`config.mk`:
```
export PLATFORM = sky130hd
export DESIGN_NAME = gsr_cmd_top
export DESIGN_NICKNAME = d
export VERILOG_FILES = /design/src/inc/gsr_pkg.sv /design/src/rtl/gsr_cmd_top.sv
export SDC_FILE = /design/constraint.sdc
export NUM_CORES = 1
export LEC_CHECK = 0
export ABC_AREA = 1
export BUFFER_PORTS_ARGS = -buffer_cell sky130_fd_sc_hd__buf_4
export CAP_MARGIN = 20
export CELL_PAD_IN_SITES_DETAIL_PLACEMENT = 2
export CELL_PAD_IN_SITES_GLOBAL_PLACEMENT = 2
export CORE_MARGIN = 4
export CORE_UTILIZATION = 37
export DETAILED_ROUTE_END_ITERATION = 10
export HOLD_SLACK_MARGIN = 0.15
export PLACE_DENSITY_LB_ADDON = 0.12
export SLEW_MARGIN = 20
export SYNTH_ARGS = -nofsm -noshare
export SYNTH_HDL_FRONTEND = slang
export SYNTH_SLANG_ARGS = --single-unit
```
`constraint.sdc`:
```
create_clock -name clk_i -period 2.4 [get_ports clk_i]
set_clock_uncertainty 0.05 [all_clocks]
set_input_delay 0.36 -clock clk_i [delete_from_list [all_inputs] [get_ports clk_i]]
set_output_delay 0.36 -clock clk_i [all_outputs]
set_load 0.03 [all_outputs]
```
`src/inc/gsr_pkg.sv`:
```
`default_nettype none
package gsr_pkg;
    // Bus address and command codes
    localparam logic [6:0] DEV_ADDR = 7'h62;
    localparam logic [15:0] CMD_FETCH = 16'hEC05;
    localparam logic [15:0] CMD_STOP = 16'h3F86;
    localparam logic [15:0] CMD_START = 16'h21B1;
    localparam logic [15:0] CMD_OFS_SET = 16'h241D;
    localparam logic [15:0] CMD_OFS_GET = 16'h2318;
    localparam logic [15:0] CMD_PRS_SET = 16'hE000;
    // Settings after power-up; offset word for 4 degC
    localparam logic [15:0] OFS_RST = 16'h05DA;
    localparam logic [15:0] PRS_RST = 16'h0000;
    // Word checksum
    localparam logic [7:0] CRC_POLY = 8'h31;
    localparam logic [7:0] CRC_INIT = 8'hFF;
    localparam logic [7:0] IDLE_BYTE = 8'hFF;
    // Timing
    localparam int unsigned CLK_MHZ = 200;
    localparam int unsigned T_EXEC_US = 1000;
    localparam int unsigned T_STOP_MS = 500;
    localparam int unsigned EXEC_CYC = T_EXEC_US * CLK_MHZ;
    localparam int unsigned STOP_CYC = T_STOP_MS * 1000 * CLK_MHZ;
    localparam int unsigned TMR_W = 27;
    // Result buffer
    localparam int unsigned FIFO_W = 16;
    localparam int unsigned FIFO_D = 16;
    localparam int unsigned WORDS_MEAS = 3;
    localparam int unsigned BYTES_CMD = 2;
    localparam int unsigned BYTES_PAR = 5;

    typedef enum logic [2:0] {
        ST_IDLE = 3'h0,
        ST_ADDR = 3'h1,
        ST_AACK = 3'h3,
        ST_WRB = 3'h2,
        ST_WACK = 3'h6,
        ST_RDB = 3'h7,
        ST_RACK = 3'h5
    } gsr_bus_st_type;
endpackage
`default_nettype wire

```
`src/rtl/gsr_cmd_top.sv`:
```
// What this block does
// - Fetch waits 1 ms, then returns CO2, temperature, humidity words with CRC.
// - Fetching a sample removes it from the result buffer.
// - Fetch with an empty buffer is answered with NACK.
// - Master may NACK then STOP after any byte; device releases the bus.
// - Temperature word: degC = -45 + 175 * word / (2^16 - 1).
// - Humidity word: percent = 100 * word / (2^16 - 1).
// - Stop command returns to idle; commands ignored for 500 ms after.
// - Offset is read or written only while idle; pressure can be written in either mode.
// - Written settings live in working storage until persisted.
// - Offset write: command, word, CRC; word = degC*2^16/175; 1 ms.
// - Temperature offset is 4 degC after power-up.
// - Offset read returns one word with CRC after 1 ms.
// - Offset affects temperature and humidity only, never CO2.
// - Master-supplied pressure compensates the CO2 result.
// - Words go MSB first, each followed by an 8-bit CRC.
// - Slave address 0x62; commands are 16-bit codes.
`timescale 1ns/1ps
`default_nettype none
module gsr_fifo #(
    parameter int unsigned W = 16,
    parameter int unsigned D = 16
) (
    // Clock and reset
    input wire logic clk_i,
    input wire logic nrst_i,
    // Fill side
    input wire logic in_valid_i,
    input wire logic [W-1:0] in_data_i,
    output logic in_ready_o,
    // Drain side
    output logic out_valid_o,
    output logic [W-1:0] out_data_o,
    input wire logic out_ready_i,
    output logic [$clog2(D):0] count_o
);
    localparam int unsigned AW = $clog2(D);
    logic [W-1:0] mem_q [D];
    logic [AW-1:0] wp_q, rp_q;
    logic [AW:0] cnt_q;
    logic push, pop;

    assign in_ready_o = cnt_q != (AW+1)'(D);
    assign out_valid_o = cnt_q != '0;
    assign out_data_o = mem_q[rp_q];
    assign count_o = cnt_q;
    assign push = in_valid_i && in_ready_o;
    assign pop = out_valid_o && out_ready_i;

    always_ff @(posedge clk_i) begin
        if (push) begin
            mem_q[wp_q] <= in_data_i;
        end
    end

    always_ff @(posedge clk_i or negedge nrst_i) begin
        if (!nrst_i) begin
            wp_q <= '0;
            rp_q <= '0;
            cnt_q <= '0;
        end else begin
            if (push) begin
                wp_q <= wp_q + AW'(1);
            end
            if (pop) begin
                rp_q <= rp_q + AW'(1);
            end
            cnt_q <= cnt_q + (AW+1)'(push) - (AW+1)'(pop);
        end
    end
endmodule // gsr_fifo

module gsr_cmd_top import gsr_pkg::*; #(
    parameter int unsigned EXEC_CYCLES = EXEC_CYC,
    parameter int unsigned STOP_CYCLES = STOP_CYC
) (
    // Clock and reset
    input wire logic clk_i,
    input wire logic nrst_i,
    // Two-wire serial bus, open drain
    input wire logic scl_i,
    input wire logic sda_i,
    output logic sda_o,
    output logic sda_oe_o,
    // Measurement words from the sensing core
    input wire logic meas_valid_i,
    input wire logic [15:0] meas_data_i,
    output logic meas_ready_o,
    // Mode and settings towards the sensing core
    output logic periodic_o,
    output logic [15:0] temp_offset_o,
    output logic [15:0] pressure_o
);
    logic [1:0] scl_sy_q, sda_sy_q;
    logic scl_p_q, sda_p_q;
    logic scl_rise, scl_fall, bus_start, bus_stop;
    gsr_bus_st_type st_q;
    logic [3:0] cnt_q;
    logic [7:0] sh_q;
    logic oe_q, rd_q, mack_q, wdone_q, rdack_q;
    logic [2:0] bidx_q;
    logic [39:0] wbuf_q;
    logic [1:0] wsel_q, bsel_q, wsel_n, bsel_n;
    logic [7:0] tx_byte;
    logic per_q, rdok_q;
    logic [TMR_W-1:0] tmr_q;
    logic [1:0] pop_q, pidx_q;
    logic [15:0] ofs_q, prs_q;
    logic [15:0] res_q [WORDS_MEAS];
    logic ff_valid, ff_ready;
    logic [15:0] ff_data;
    logic [4:0] ff_cnt;
    logic busy, addr_ack, cmd_ev, par_ev, crc_ok;
    logic [15:0] cmd_w, pcmd_w, pword_w;

    function automatic logic [7:0] crc8(input logic [15:0] w);
        logic [7:0] c;
        c = CRC_INIT;
        for (int i = 15; i >= 0; i--) begin
            c = (c[7] ^ w[i]) ? ((c << 1) ^ CRC_POLY) : (c << 1);
        end
        return c;
    endfunction

    // Samples queue here so a slow master never loses one
    gsr_fifo #(.W(FIFO_W), .D(FIFO_D)) u_res_fifo (
        .clk_i(clk_i),
        .nrst_i(nrst_i),
        .in_valid_i(meas_valid_i),
        .in_data_i(meas_data_i),
        .in_ready_o(meas_ready_o),
        .out_valid_o(ff_valid),
        .out_data_o(ff_data),
        .out_ready_i(ff_ready),
        .count_o(ff_cnt)
    );

    always_ff @(posedge clk_i or negedge nrst_i) begin
        if (!nrst_i) begin
            scl_sy_q <= 2'h3;
            sda_sy_q <= 2'h3;
            scl_p_q <= 1'b1;
            sda_p_q <= 1'b1;
        end else begin
            scl_sy_q <= {scl_sy_q[0], scl_i};
            sda_sy_q <= {sda_sy_q[0], sda_i};
            scl_p_q <= scl_sy_q[1];
            sda_p_q <= sda_sy_q[1];
        end
    end

    assign scl_rise = scl_sy_q[1] && !scl_p_q;
    assign scl_fall = !scl_sy_q[1] && scl_p_q;
    assign bus_start = scl_sy_q[1] && scl_p_q && sda_p_q && !sda_sy_q[1];
    assign bus_stop = scl_sy_q[1] && scl_p_q && !sda_p_q && sda_sy_q[1];

    assign busy = tmr_q != '0;
    assign addr_ack = sh_q[7:1] == DEV_ADDR && !busy &&
        (!sh_q[0] || (rdok_q && pop_q == 2'h0));
    assign cmd_ev = wdone_q && bidx_q == 3'(BYTES_CMD);
    assign par_ev = wdone_q && bidx_q == 3'(BYTES_PAR);
    assign cmd_w = wbuf_q[15:0];
    assign pcmd_w = wbuf_q[39:24];
    assign pword_w = wbuf_q[23:8];
    assign crc_ok = crc8(pword_w) == wbuf_q[7:0];

    // Read stream: high byte, low byte, checksum per word
    always_comb begin
        tx_byte = IDLE_BYTE;
        if (wsel_q < 2'(WORDS_MEAS)) begin
            case (bsel_q)
                2'h0: tx_byte = res_q[wsel_q][15:8];
                2'h1: tx_byte = res_q[wsel_q][7:0];
                default: tx_byte = crc8(res_q[wsel_q]);
            endcase
        end
    end
    assign bsel_n = bsel_q == 2'h2 ? 2'h0 : bsel_q + 2'h1;
    assign wsel_n = (bsel_q == 2'h2 && wsel_q != 2'h3) ? wsel_q + 2'h1 : wsel_q;

    always_ff @(posedge clk_i or negedge nrst_i) begin
        if (!nrst_i) begin
            st_q <= ST_IDLE;
            cnt_q <= 4'h0;
            sh_q <= 8'h00;
            oe_q <= 1'b0;
            rd_q <= 1'b0;
            mack_q <= 1'b0;
            wdone_q <= 1'b0;
            rdack_q <= 1'b0;
            bidx_q <= 3'h0;
            wbuf_q <= 40'h0;
            wsel_q <= 2'h0;
            bsel_q <= 2'h0;
        end else begin
            wdone_q <= 1'b0;
            rdack_q <= 1'b0;
            if (bus_start) begin
                st_q <= ST_ADDR;
                cnt_q <= 4'h0;
                oe_q <= 1'b0;
                bidx_q <= 3'h0;
            end else if (bus_stop) begin
                st_q <= ST_IDLE;
                oe_q <= 1'b0;
            end else begin
                case (st_q)
                    ST_ADDR, ST_WRB: begin
                        if (scl_rise) begin
                            sh_q <= {sh_q[6:0], sda_sy_q[1]};
                            cnt_q <= cnt_q + 4'h1;
                        end else if (scl_fall && cnt_q == 4'h8) begin
                            cnt_q <= 4'h0;
                            if (st_q == ST_ADDR) begin
                                st_q <= ST_AACK;
                                oe_q <= addr_ack;
                                rd_q <= sh_q[0];
                                wsel_q <= 2'h0;
                                bsel_q <= 2'h0;
                            end else begin
                                st_q <= ST_WACK;
                                oe_q <= 1'b1;
                                wbuf_q <= {wbuf_q[31:0], sh_q};
                                if (bidx_q != 3'h7) begin
                                    bidx_q <= bidx_q + 3'h1;
                                end
                                wdone_q <= 1'b1;
                            end
                        end
                    end
                    ST_AACK: begin
                        if (scl_fall) begin
                            if (!oe_q) begin
                                st_q <= ST_IDLE;
                            end else if (rd_q) begin
                                st_q <= ST_RDB;
                                oe_q <= !tx_byte[7];
                                sh_q <= {tx_byte[6:0], 1'b0};
                                cnt_q <= 4'h1;
                                wsel_q <= wsel_n;
                                bsel_q <= bsel_n;
                                rdack_q <= 1'b1;
                            end else begin
                                st_q <= ST_WRB;
                                oe_q <= 1'b0;
                            end
                        end
                    end
                    ST_WACK: begin
                        if (scl_fall) begin
                            st_q <= ST_WRB;
                            oe_q <= 1'b0;
                        end
                    end
                    ST_RDB: begin
                        if (scl_fall) begin
                            if (cnt_q == 4'h8) begin
                                st_q <= ST_RACK;
                                oe_q <= 1'b0;
                                cnt_q <= 4'h0;
                            end else begin
                                oe_q <= !sh_q[7];
                                sh_q <= {sh_q[6:0], 1'b0};
                                cnt_q <= cnt_q + 4'h1;
                            end
                        end
                    end
                    ST_RACK: begin
                        if (scl_rise) begin
                            mack_q <= !sda_sy_q[1];
                        end else if (scl_fall) begin
                            if (mack_q) begin
                                st_q <= ST_RDB;
                                oe_q <= !tx_byte[7];
                                sh_q <= {tx_byte[6:0], 1'b0};
                                cnt_q <= 4'h1;
                                wsel_q <= wsel_n;
                                bsel_q <= bsel_n;
                            end else begin
                                st_q <= ST_IDLE;
                            end
                        end
                    end
                    default: st_q <= ST_IDLE;
                endcase
            end
        end
    end

    assign ff_ready = pop_q != 2'h0;

    // Command execution; settings are working copies only
    always_ff @(posedge clk_i or negedge nrst_i) begin
        if (!nrst_i) begin
            per_q <= 1'b0;
            tmr_q <= '0;
            rdok_q <= 1'b0;
            pop_q <= 2'h0;
            pidx_q <= 2'h0;
            ofs_q <= OFS_RST;
            prs_q <= PRS_RST;
            for (int i = 0; i < WORDS_MEAS; i++) begin
                res_q[i] <= 16'h0000;
            end
        end else begin
            if (busy) begin
                tmr_q <= tmr_q - TMR_W'(1);
            end
            if (rdack_q) begin
                rdok_q <= 1'b0;
            end
            if (ff_ready && ff_valid) begin
                res_q[pidx_q] <= ff_data;
                pidx_q <= pidx_q + 2'h1;
                pop_q <= pop_q - 2'h1;
            end
            if (cmd_ev) begin
                rdok_q <= 1'b0;
                case (cmd_w)
                    CMD_FETCH: begin
                        tmr_q <= TMR_W'(EXEC_CYCLES);
                        if (ff_cnt >= 5'(WORDS_MEAS)) begin
                            pop_q <= 2'(WORDS_MEAS);
                            pidx_q <= 2'h0;
                            rdok_q <= 1'b1;
                        end
                    end
                    CMD_STOP: begin
                        per_q <= 1'b0;
                        tmr_q <= TMR_W'(STOP_CYCLES);
                    end
                    CMD_START: per_q <= 1'b1;
                    CMD_OFS_GET: begin
                        tmr_q <= TMR_W'(EXEC_CYCLES);
                        if (!per_q) begin
                            res_q[0] <= ofs_q;
                            rdok_q <= 1'b1;
                        end
                    end
                    default: ;
                endcase
            end
            if (par_ev) begin
                tmr_q <= TMR_W'(EXEC_CYCLES);
                if (crc_ok) begin
                    case (pcmd_w)
                        CMD_OFS_SET: begin
                            if (!per_q) begin
                                ofs_q <= pword_w;
                            end
                        end
                        CMD_PRS_SET: prs_q <= pword_w;
                        default: ;
                    endcase
                end
            end
        end
    end

    // Offset steers only T and RH compensation in the core
    assign temp_offset_o = ofs_q;
    assign pressure_o = prs_q;
    assign periodic_o = per_q;
    assign sda_o = 1'b0;
    assign sda_oe_o = oe_q;
endmodule // gsr_cmd_top
`default_nettype wire

```
==> results of run 1 <==
## Yosys cell counts (10+ instances only)
| master | n | area, sq um |
|---|---|---|
| nor2_1 | 222 | 833 |
| ha_1 | 25 | 313 |
| nand2_2 | 10 | 62.6 |
| edfxtp_1 | 256 | 7690 |
| nor4_1 | 17 | 106 |
| inv_1 | 201 | 754 |
| nand3_1 | 75 | 375 |
| mux2i_1 | 46 | 460 |
| dfstp_2 | 13 | 342 |
| nand4_1 | 48 | 300 |
| o21ai_0 | 200 | 1000 |
| xnor2_1 | 16 | 140 |
| o211ai_1 | 19 | 143 |
| clkbuf_1 | 71 | 267 |
| dfrtp_1 | 186 | 4650 |
| o32ai_1 | 17 | 149 |
| xor2_1 | 37 | 324 |
| a21oi_1 | 61 | 305 |
| buf_2 | 10 | 50.1 |
| o221ai_1 | 47 | 412 |
| nand2_1 | 433 | 1630 |
| nor3_1 | 15 | 75.1 |
## worst min path at each step
| stage | slack (ps) | startpoint | cells past startpoint | endpoint |
|---|---|---|---|---|
| final | 310 | nrst_i | 2 | sh_q[2] |
| after global placement | 300 | sda_sy_q[0] | 0 | sda_sy_q[1] |
| after floorplan | 10 | nrst_i | 0 | async pin |
| after global routing | 310 | scl_sy_q[0] | 0 | scl_sy_q[1] |
| after CTS | 310 | scl_sy_q[0] | 0 | scl_sy_q[1] |
| after detailed placement | 300 | scl_sy_q[0] | 0 | scl_sy_q[1] |
## flip-flops by register name, indices dropped and copies added, names as in the netlist, 3 cells and up, named ones only
signal,count
bidx_q,3
cnt_q,4
pressure_o,16
res_q,16
sh_q,8
st_q,3
temp_offset_o,16
tmr_q,27
u_res_fifo.count_o,5
u_res_fifo.mem_q,256
u_res_fifo.rp_q,4
u_res_fifo.wp_q,4
wbuf_q,40
## where the power goes
| part | switching, uW | leakage, uW | internal (uW) |
|---|---|---|---|
| combinational | 1280 | 0.00573 | 665 |
| clock | 3500 | 0.000834 | 4600 |
| sequential | 236 | 0.00500 | 8850 |
| total | 5010 | 0.0116 | 14100 |
## cell type report
cell class	instances	area, sq um	share of cell area, %
Clock buffer	77	1520	5.34
Sequential cell	455	12700	44.7
Tap cell	756	946	3.33
Timing Repair Buffer	361	3390	11.9
Inverter	214	830	2.92
Clock inverter	20	191	0.674
Multi-Input combinational cell	1369	8820	31.1
## layout by cell type, fill, tap and decap left out, drive strengths merged, types with 5 or more instances in the layout
master and instances:
a21oi 61, a31oi 7, buf 341, clkbuf 77, clkinv 18, dfrtp 186, dfstp 13, dlygate4sd3 20
edfxtp 256, ha 25, inv 210, mux2i 46, nand2 444, nand3 80, nand3b 7, nand4 48
nor2 225, nor3 15, nor4 18, o211ai 19, o21ai 203, o221ai 47, o22ai 6, o31ai 5
o32ai 17, or2 7, xnor2 18, xor2 42
## timing repair
action,CTS,global route
resized for setup,179,219
setup buffers,49,28
endpoints found under the hold margin,319,0
endpoints found under the setup margin,50,78
cloned,4,0
hold buffers,20,0
pin swaps,79,99
## kinds of logic after synthesis
group / count (synthesis) / share of synthesized area (%)
flip-flops: 455 / 59.7
XOR/XNOR: 61 / 2.83
other: 1 / 0.0177
multiplexers: 50 / 2.38
buffers and inverters: 307 / 5.68
AND/OR/NAND/NOR: 847 / 17.1
adder cells (fa/ha/maj): 26 / 1.57
AO/OA/AOI/OAI: 382 / 10.8
## routing by layer
layer | up-vias | share of wire (%)
li1 | 7947 | -
met1 | 9449 | 43
met2 | 431 | 49
met3 | 156 | 4.1
met4 | 2 | 3.1
met5 | - | 0.015
## critical path, stage by stage (launching register included)
cell,delay [ps]
dfrtp_2,460
xnor2_2,180
xnor2_2,250
buf_4,160
buf_4,110
xor2_1,230
or2_1,200
nand2_2,110
nand2_2,90
nand2_1,70
nand2_1,100
nand2_2,90
nand2_2,90
nand2_4,70
nor2_8,130
buf_4,140
nand3_4,160
nand2_2,140
nand2_1,90
## through the flow
| stage | cells | util (%) | hold slack, ps |
|---|---|---|---|
| 5_1_grt | 3252 | 50.2 | 312 |
| 3_3_place_gp | 3062 | 43.0 | 299 |
| 6_report | 3252 | 50.2 | 307 |
| 4_1_cts | 3232 | 48.3 | 310 |
| 3_5_place_dp | 3062 | 43.0 | 299 |
| 2_1_floorplan | 2129 | - | 14.4 |
==> flow_summary.toml, run 1 <==
[critical_path]
cp-end-kind = "register"
cp.arrival_ps = 3510
crit_required_ps = 2850
ff2ff_setup_slack_ps = -660
cp-startpoint = "wbuf_q[19]"
r2r_end = "temp_offset_o[9]"
cp-endpoint = "temp_offset_o[9]"
rr_startpoint = "wbuf_q[19]"
r2r_cells = 18
cp-start-kind = "register"
worstSetupPathType = "register to register"
worstPathMaxFanout = 8

[yosys]
syn_inst = 2129
synth.avg_cell_area_sq_um = 9.98
yosysSeqAreaShare_pct = 59.7
synth_ff_type = "edfxtp_1"
synth_seq_cells = 455
syn_nets = 2176
yosysUniqueCellTypes = 58
synth-edff-count = 256
yosysWarnings = 0
netlist_area_sq_mm = 0.0212
synthArstFlopShare_pct = 43.7

[sta]
hold_violations = 0
post-route-period-util_pct = 128
setup_slack_ps = -663
final.setup.tns_ps = -22620
min_period_ps = 3060
finalMaxSlewViolations = 0
setup_viol = 40
max_slew_margin_pct = 53.9
fmax_mhz = 326
worstMarginPinSlew_ps = 691
rsz0062_at_grt = "yes"

[cts]
htree_levels = 2
numCtsBuffers = 52
clk_pin_slew_ps = 70
cts_tree = "yes"
clkLatencyLatePin_ps = 620
clkSinkCount = 455
clock-root-buffer = "clkbuf_16"
clockBufferDepth = 3

[global_route]
grt_max_degree = 66
antenna_found_initial = 2
first_global_vias = 20069
gr-total-overflow = 0
top_usage_layer = "met2"
grt_pass1_wl_um = 124000
use_met2_pct = 44.4
grt_usage_pct = 26.5
grt_util_met3_pct = 3.34
met1_usage_pct = 35.9

[floorplanning]
dieArea_sq_mm = 0.0613
num_rows = 87
initial_core_util_pct = 37.5
die_h_um = 248
pin_count = 57
core_sq_mm = 0.0566
fp.dieW_um = 248

[route]
postRouteWirelength_um = 85500
drt-initial-drc-count = 1266
avgViaCountPerCell = 5.53
postRouteAntennaNets = 0
drc_errors = 0
num_vias = 17985
drt-pass1-iter-count = 5
wl_per_cell_um = 26.3

[finish]
fin_area_sq_mm = 0.0284
diodes = 0
num-fill-cells = 5624
syn_to_final_growth_pct = 33.6
finalNetCount = 2500
drive_gt1_share_pct = 31.0

[power]
ir_worst_vdd_mv = 0.636
power.density_mw_per_mm2 = 674
fin_total_pwr_uw = 19100
p_leak_uw = 0.0116

[placement]
detailed_place.area_sq_mm = 0.0243
gp_congestion = 0.824
dp_slack_ps = -604
port_buffers = 55
dp_hpwl_um = 50200

[min_path]
hold_path_class = "input pin to async pin"

[outcome]
violations = "negative setup slack"
status = "finished, violations left"

[job]
cap_violations = 0
No activity file was read; power rests on OpenSTA's default activity.
==> inputs of run 2 (changes only) <==
CTS_BUF_LIST = sky130_fd_sc_hd__clkbuf_16   (was not set)
==> run 2 against run 1 <==
Effect of this change: routed wire length down 0.89%; sequential share of layout area up 0.23 points; sequential power about the same; the run still ends with negative setup slack left; die area unchanged; cell area down 0.52%; non-clock buffer count up 11; maximum frequency down 0.38%; first-iteration DRC count about the same; critical path depth unchanged; largest power group unchanged; final cell count up 0.37%; combinational power about the same; worst hold slack worse by 51 ps.
==> flow_summary.toml, run 2 (synthesis results as in run 1) <==
[cts]
numCtsBuffers = 52
clk_pin_slew_ps = 60
clkSinkCount = 455
htree_levels = 2
clock-root-buffer = "clkbuf_16"
cts_tree = "yes"
clkLatencyLatePin_ps = 610
clockBufferDepth = 3

[min_path]
hold_path_class = "input pin to async pin"

[finish]
syn_to_final_growth_pct = 32.9
diodes = 0
drive_gt1_share_pct = 30.2
largest_reg_flops = 256
largestRegisters = "u_res_fifo.mem_q (256), wbuf_q (40), tmr_q (27)"
final_common_cell = "nand2_1"
layout_common_cells = "312 x nand2_1, 282 x buf_4, 256 x edfxtp_1, 190 x inv_1"
finalNetCount = 2512
fin_cells = 3264
utilization_pct = 49.9
fin_area_sq_mm = 0.0282
num-fill-cells = 5673
regMostFlops = "u_res_fifo.mem_q"

[critical_path]
worstSetupPathType = "register to register"
crit_required_ps = 2900
cpMostUsedCell = "nand2_2"
cp-end-kind = "register"
crit_slowest_cell = "dfrtp_2"
slowest_delay_ps = 490
ff2ff_setup_slack_ps = -670
worstPathMaxFanout = 8
crit_chain = "inv_2, nand2_2, nand2_4, xor2_4, xor2_2, xor2_2, buf_4, xor2_1, nand2_1, nand2_1, nand3_2, o21ai_2, nand2_2, nor2_8, buf_4, buf_8, nand4_1, nand2_2"
cp-start-kind = "register"
cp.arrival_ps = 3570

[power]
combPwrFrac_pct = 10.5
power.density_mw_per_mm2 = 660
seqPwrFrac_pct = 48.7
p_sw_share_pct = 26.6
p_leak_uw = 0.0116
ir_worst_vdd_mv = 0.628
internal-power_uw = 13700
switchingPower_uw = 4960
p_clk_share_pct = 40.8

[sta]
rsz0062_at_grt = "yes"
worstMarginPinSlew_ps = 722
max_slew_margin_pct = 51.9
setup_viol = 41
finalMaxSlewViolations = 0
post-route-period-util_pct = 128
hold_violations = 0
min_period_ps = 3070
fmax_mhz = 325
setup_slack_ps = -675
final.setup.tns_ps = -22990

[global_route]
grt_max_degree = 66
antenna_found_initial = 2
first_global_vias = 20093
grt_usage_pct = 26.5
grt_pass1_wl_um = 124000
gr-total-overflow = 0

[floorplanning]
core_sq_mm = 0.0566
dieArea_sq_mm = 0.0613
fp.dieW_um = 248
die_h_um = 248
num_rows = 87
initial_core_util_pct = 37.5
pin_count = 57

[route]
drt-pass1-iter-count = 5
drc_errors = 0
postRouteWirelength_um = 84700
drt-initial-drc-count = 1267
avgViaCountPerCell = 5.51
postRouteAntennaNets = 0
wl_per_cell_um = 26.0
num_vias = 17992

[outcome]
status = "finished, violations left"
violations = "negative setup slack"

[job]
cap_violations = 0

[placement]
dp_slack_ps = -604
port_buffers = 55
dp.cells = 3062
gp_congestion = 0.824
detailed_place.area_sq_mm = 0.0243
dp_hpwl_um = 50200
## run 2: changes by cell type in the layout (fill, tap and decap cells not counted), moves of 8 or more
cell | before | now
buf_6 | 19 | 27
clkbuf_1 | 13 | 0
clkbuf_8 | 12 | 0
clkinv_1 | 5 | 17
inv_1 | 174 | 190
nand2_1 | 295 | 312
nand2_2 | 109 | 97
## run 2: timing repair
| item | 4_1_cts | 5_1_grt |
|---|---|---|
| cloned | 5 | 0 |
| gates resized for setup | 199 | 175 |
| endpoints found under the hold margin | 319 | 0 |
| hold buffers | 20 | 0 |
| pin swaps | 77 | 108 |
| setup endpoints to repair | 51 | 92 |
| buffers inserted | 59 | 29 |
## run 2: final cells by class
type                    instances  area [sq um]  share of cell area [%]
clock buffers                  52          1300                    4.61
clock inverters                45           285                    1.01
inverters                     214           833                    2.95
multi-input cells            1369          8680                    30.7
flip-flops and latches        455         12700                    45.0
well taps                     756           946                    3.35
repair buffers                372          3490                    12.3
repair inverters                1          7.51                  0.0266
## run 2: power groups by stage
stage	combinational (uW)	clock (uW)	sequential (uW)
3_5_place_dp	1720	0	9220
3_3_place_gp	1610	0	9160
6_report	1950	7610	9090
5_1_grt	2120	8070	9120
2_1_floorplan	788	0	9140
4_1_cts	1840	7720	9080
## run 2: path summary, 6_finish.rpt
| check | from | to | cells after the start |
|---|---|---|---|
| setup / recovery | wbuf_q[19] | temp_offset_o[12] | 18 |
| hold / removal | nrst_i | cnt_q[0] | 2 |
| setup reg to reg | wbuf_q[19] | temp_offset_o[12] | 18 |
| hold reg to reg | scl_sy_q[0] | scl_sy_q[1] | 0 |
| max in group asynchronous | nrst_i | temp_offset_o[8] | 3 |
| min in group clk_i | scl_sy_q[0] | scl_sy_q[1] | 0 |
## run 2: per-stage QoR
step	hold WS, ps	total power [uW]
finish	256	18700
global route	312	19300
global placement	299	10800
detailed placement	299	10900
floorplan	14.4	9930
CTS	310	18600
## run 2: critical path: cells and delay by family, from the launching register on
kind | cells | cell delay, ps
compound gates | 1 | 90
flops | 1 | 490
buf+inv | 4 | 550
simple gates | 9 | 960
xor+xnor | 4 | 840
## run 2: routing by layer
metal,up-vias,wire length (um),global-route usage [%]
met4,2,2400,8.35
met5,-,7,0
met2,440,41900,44.7
met1,9417,37200,35.7
met3,144,3300,3.41
li1,7989,-,-
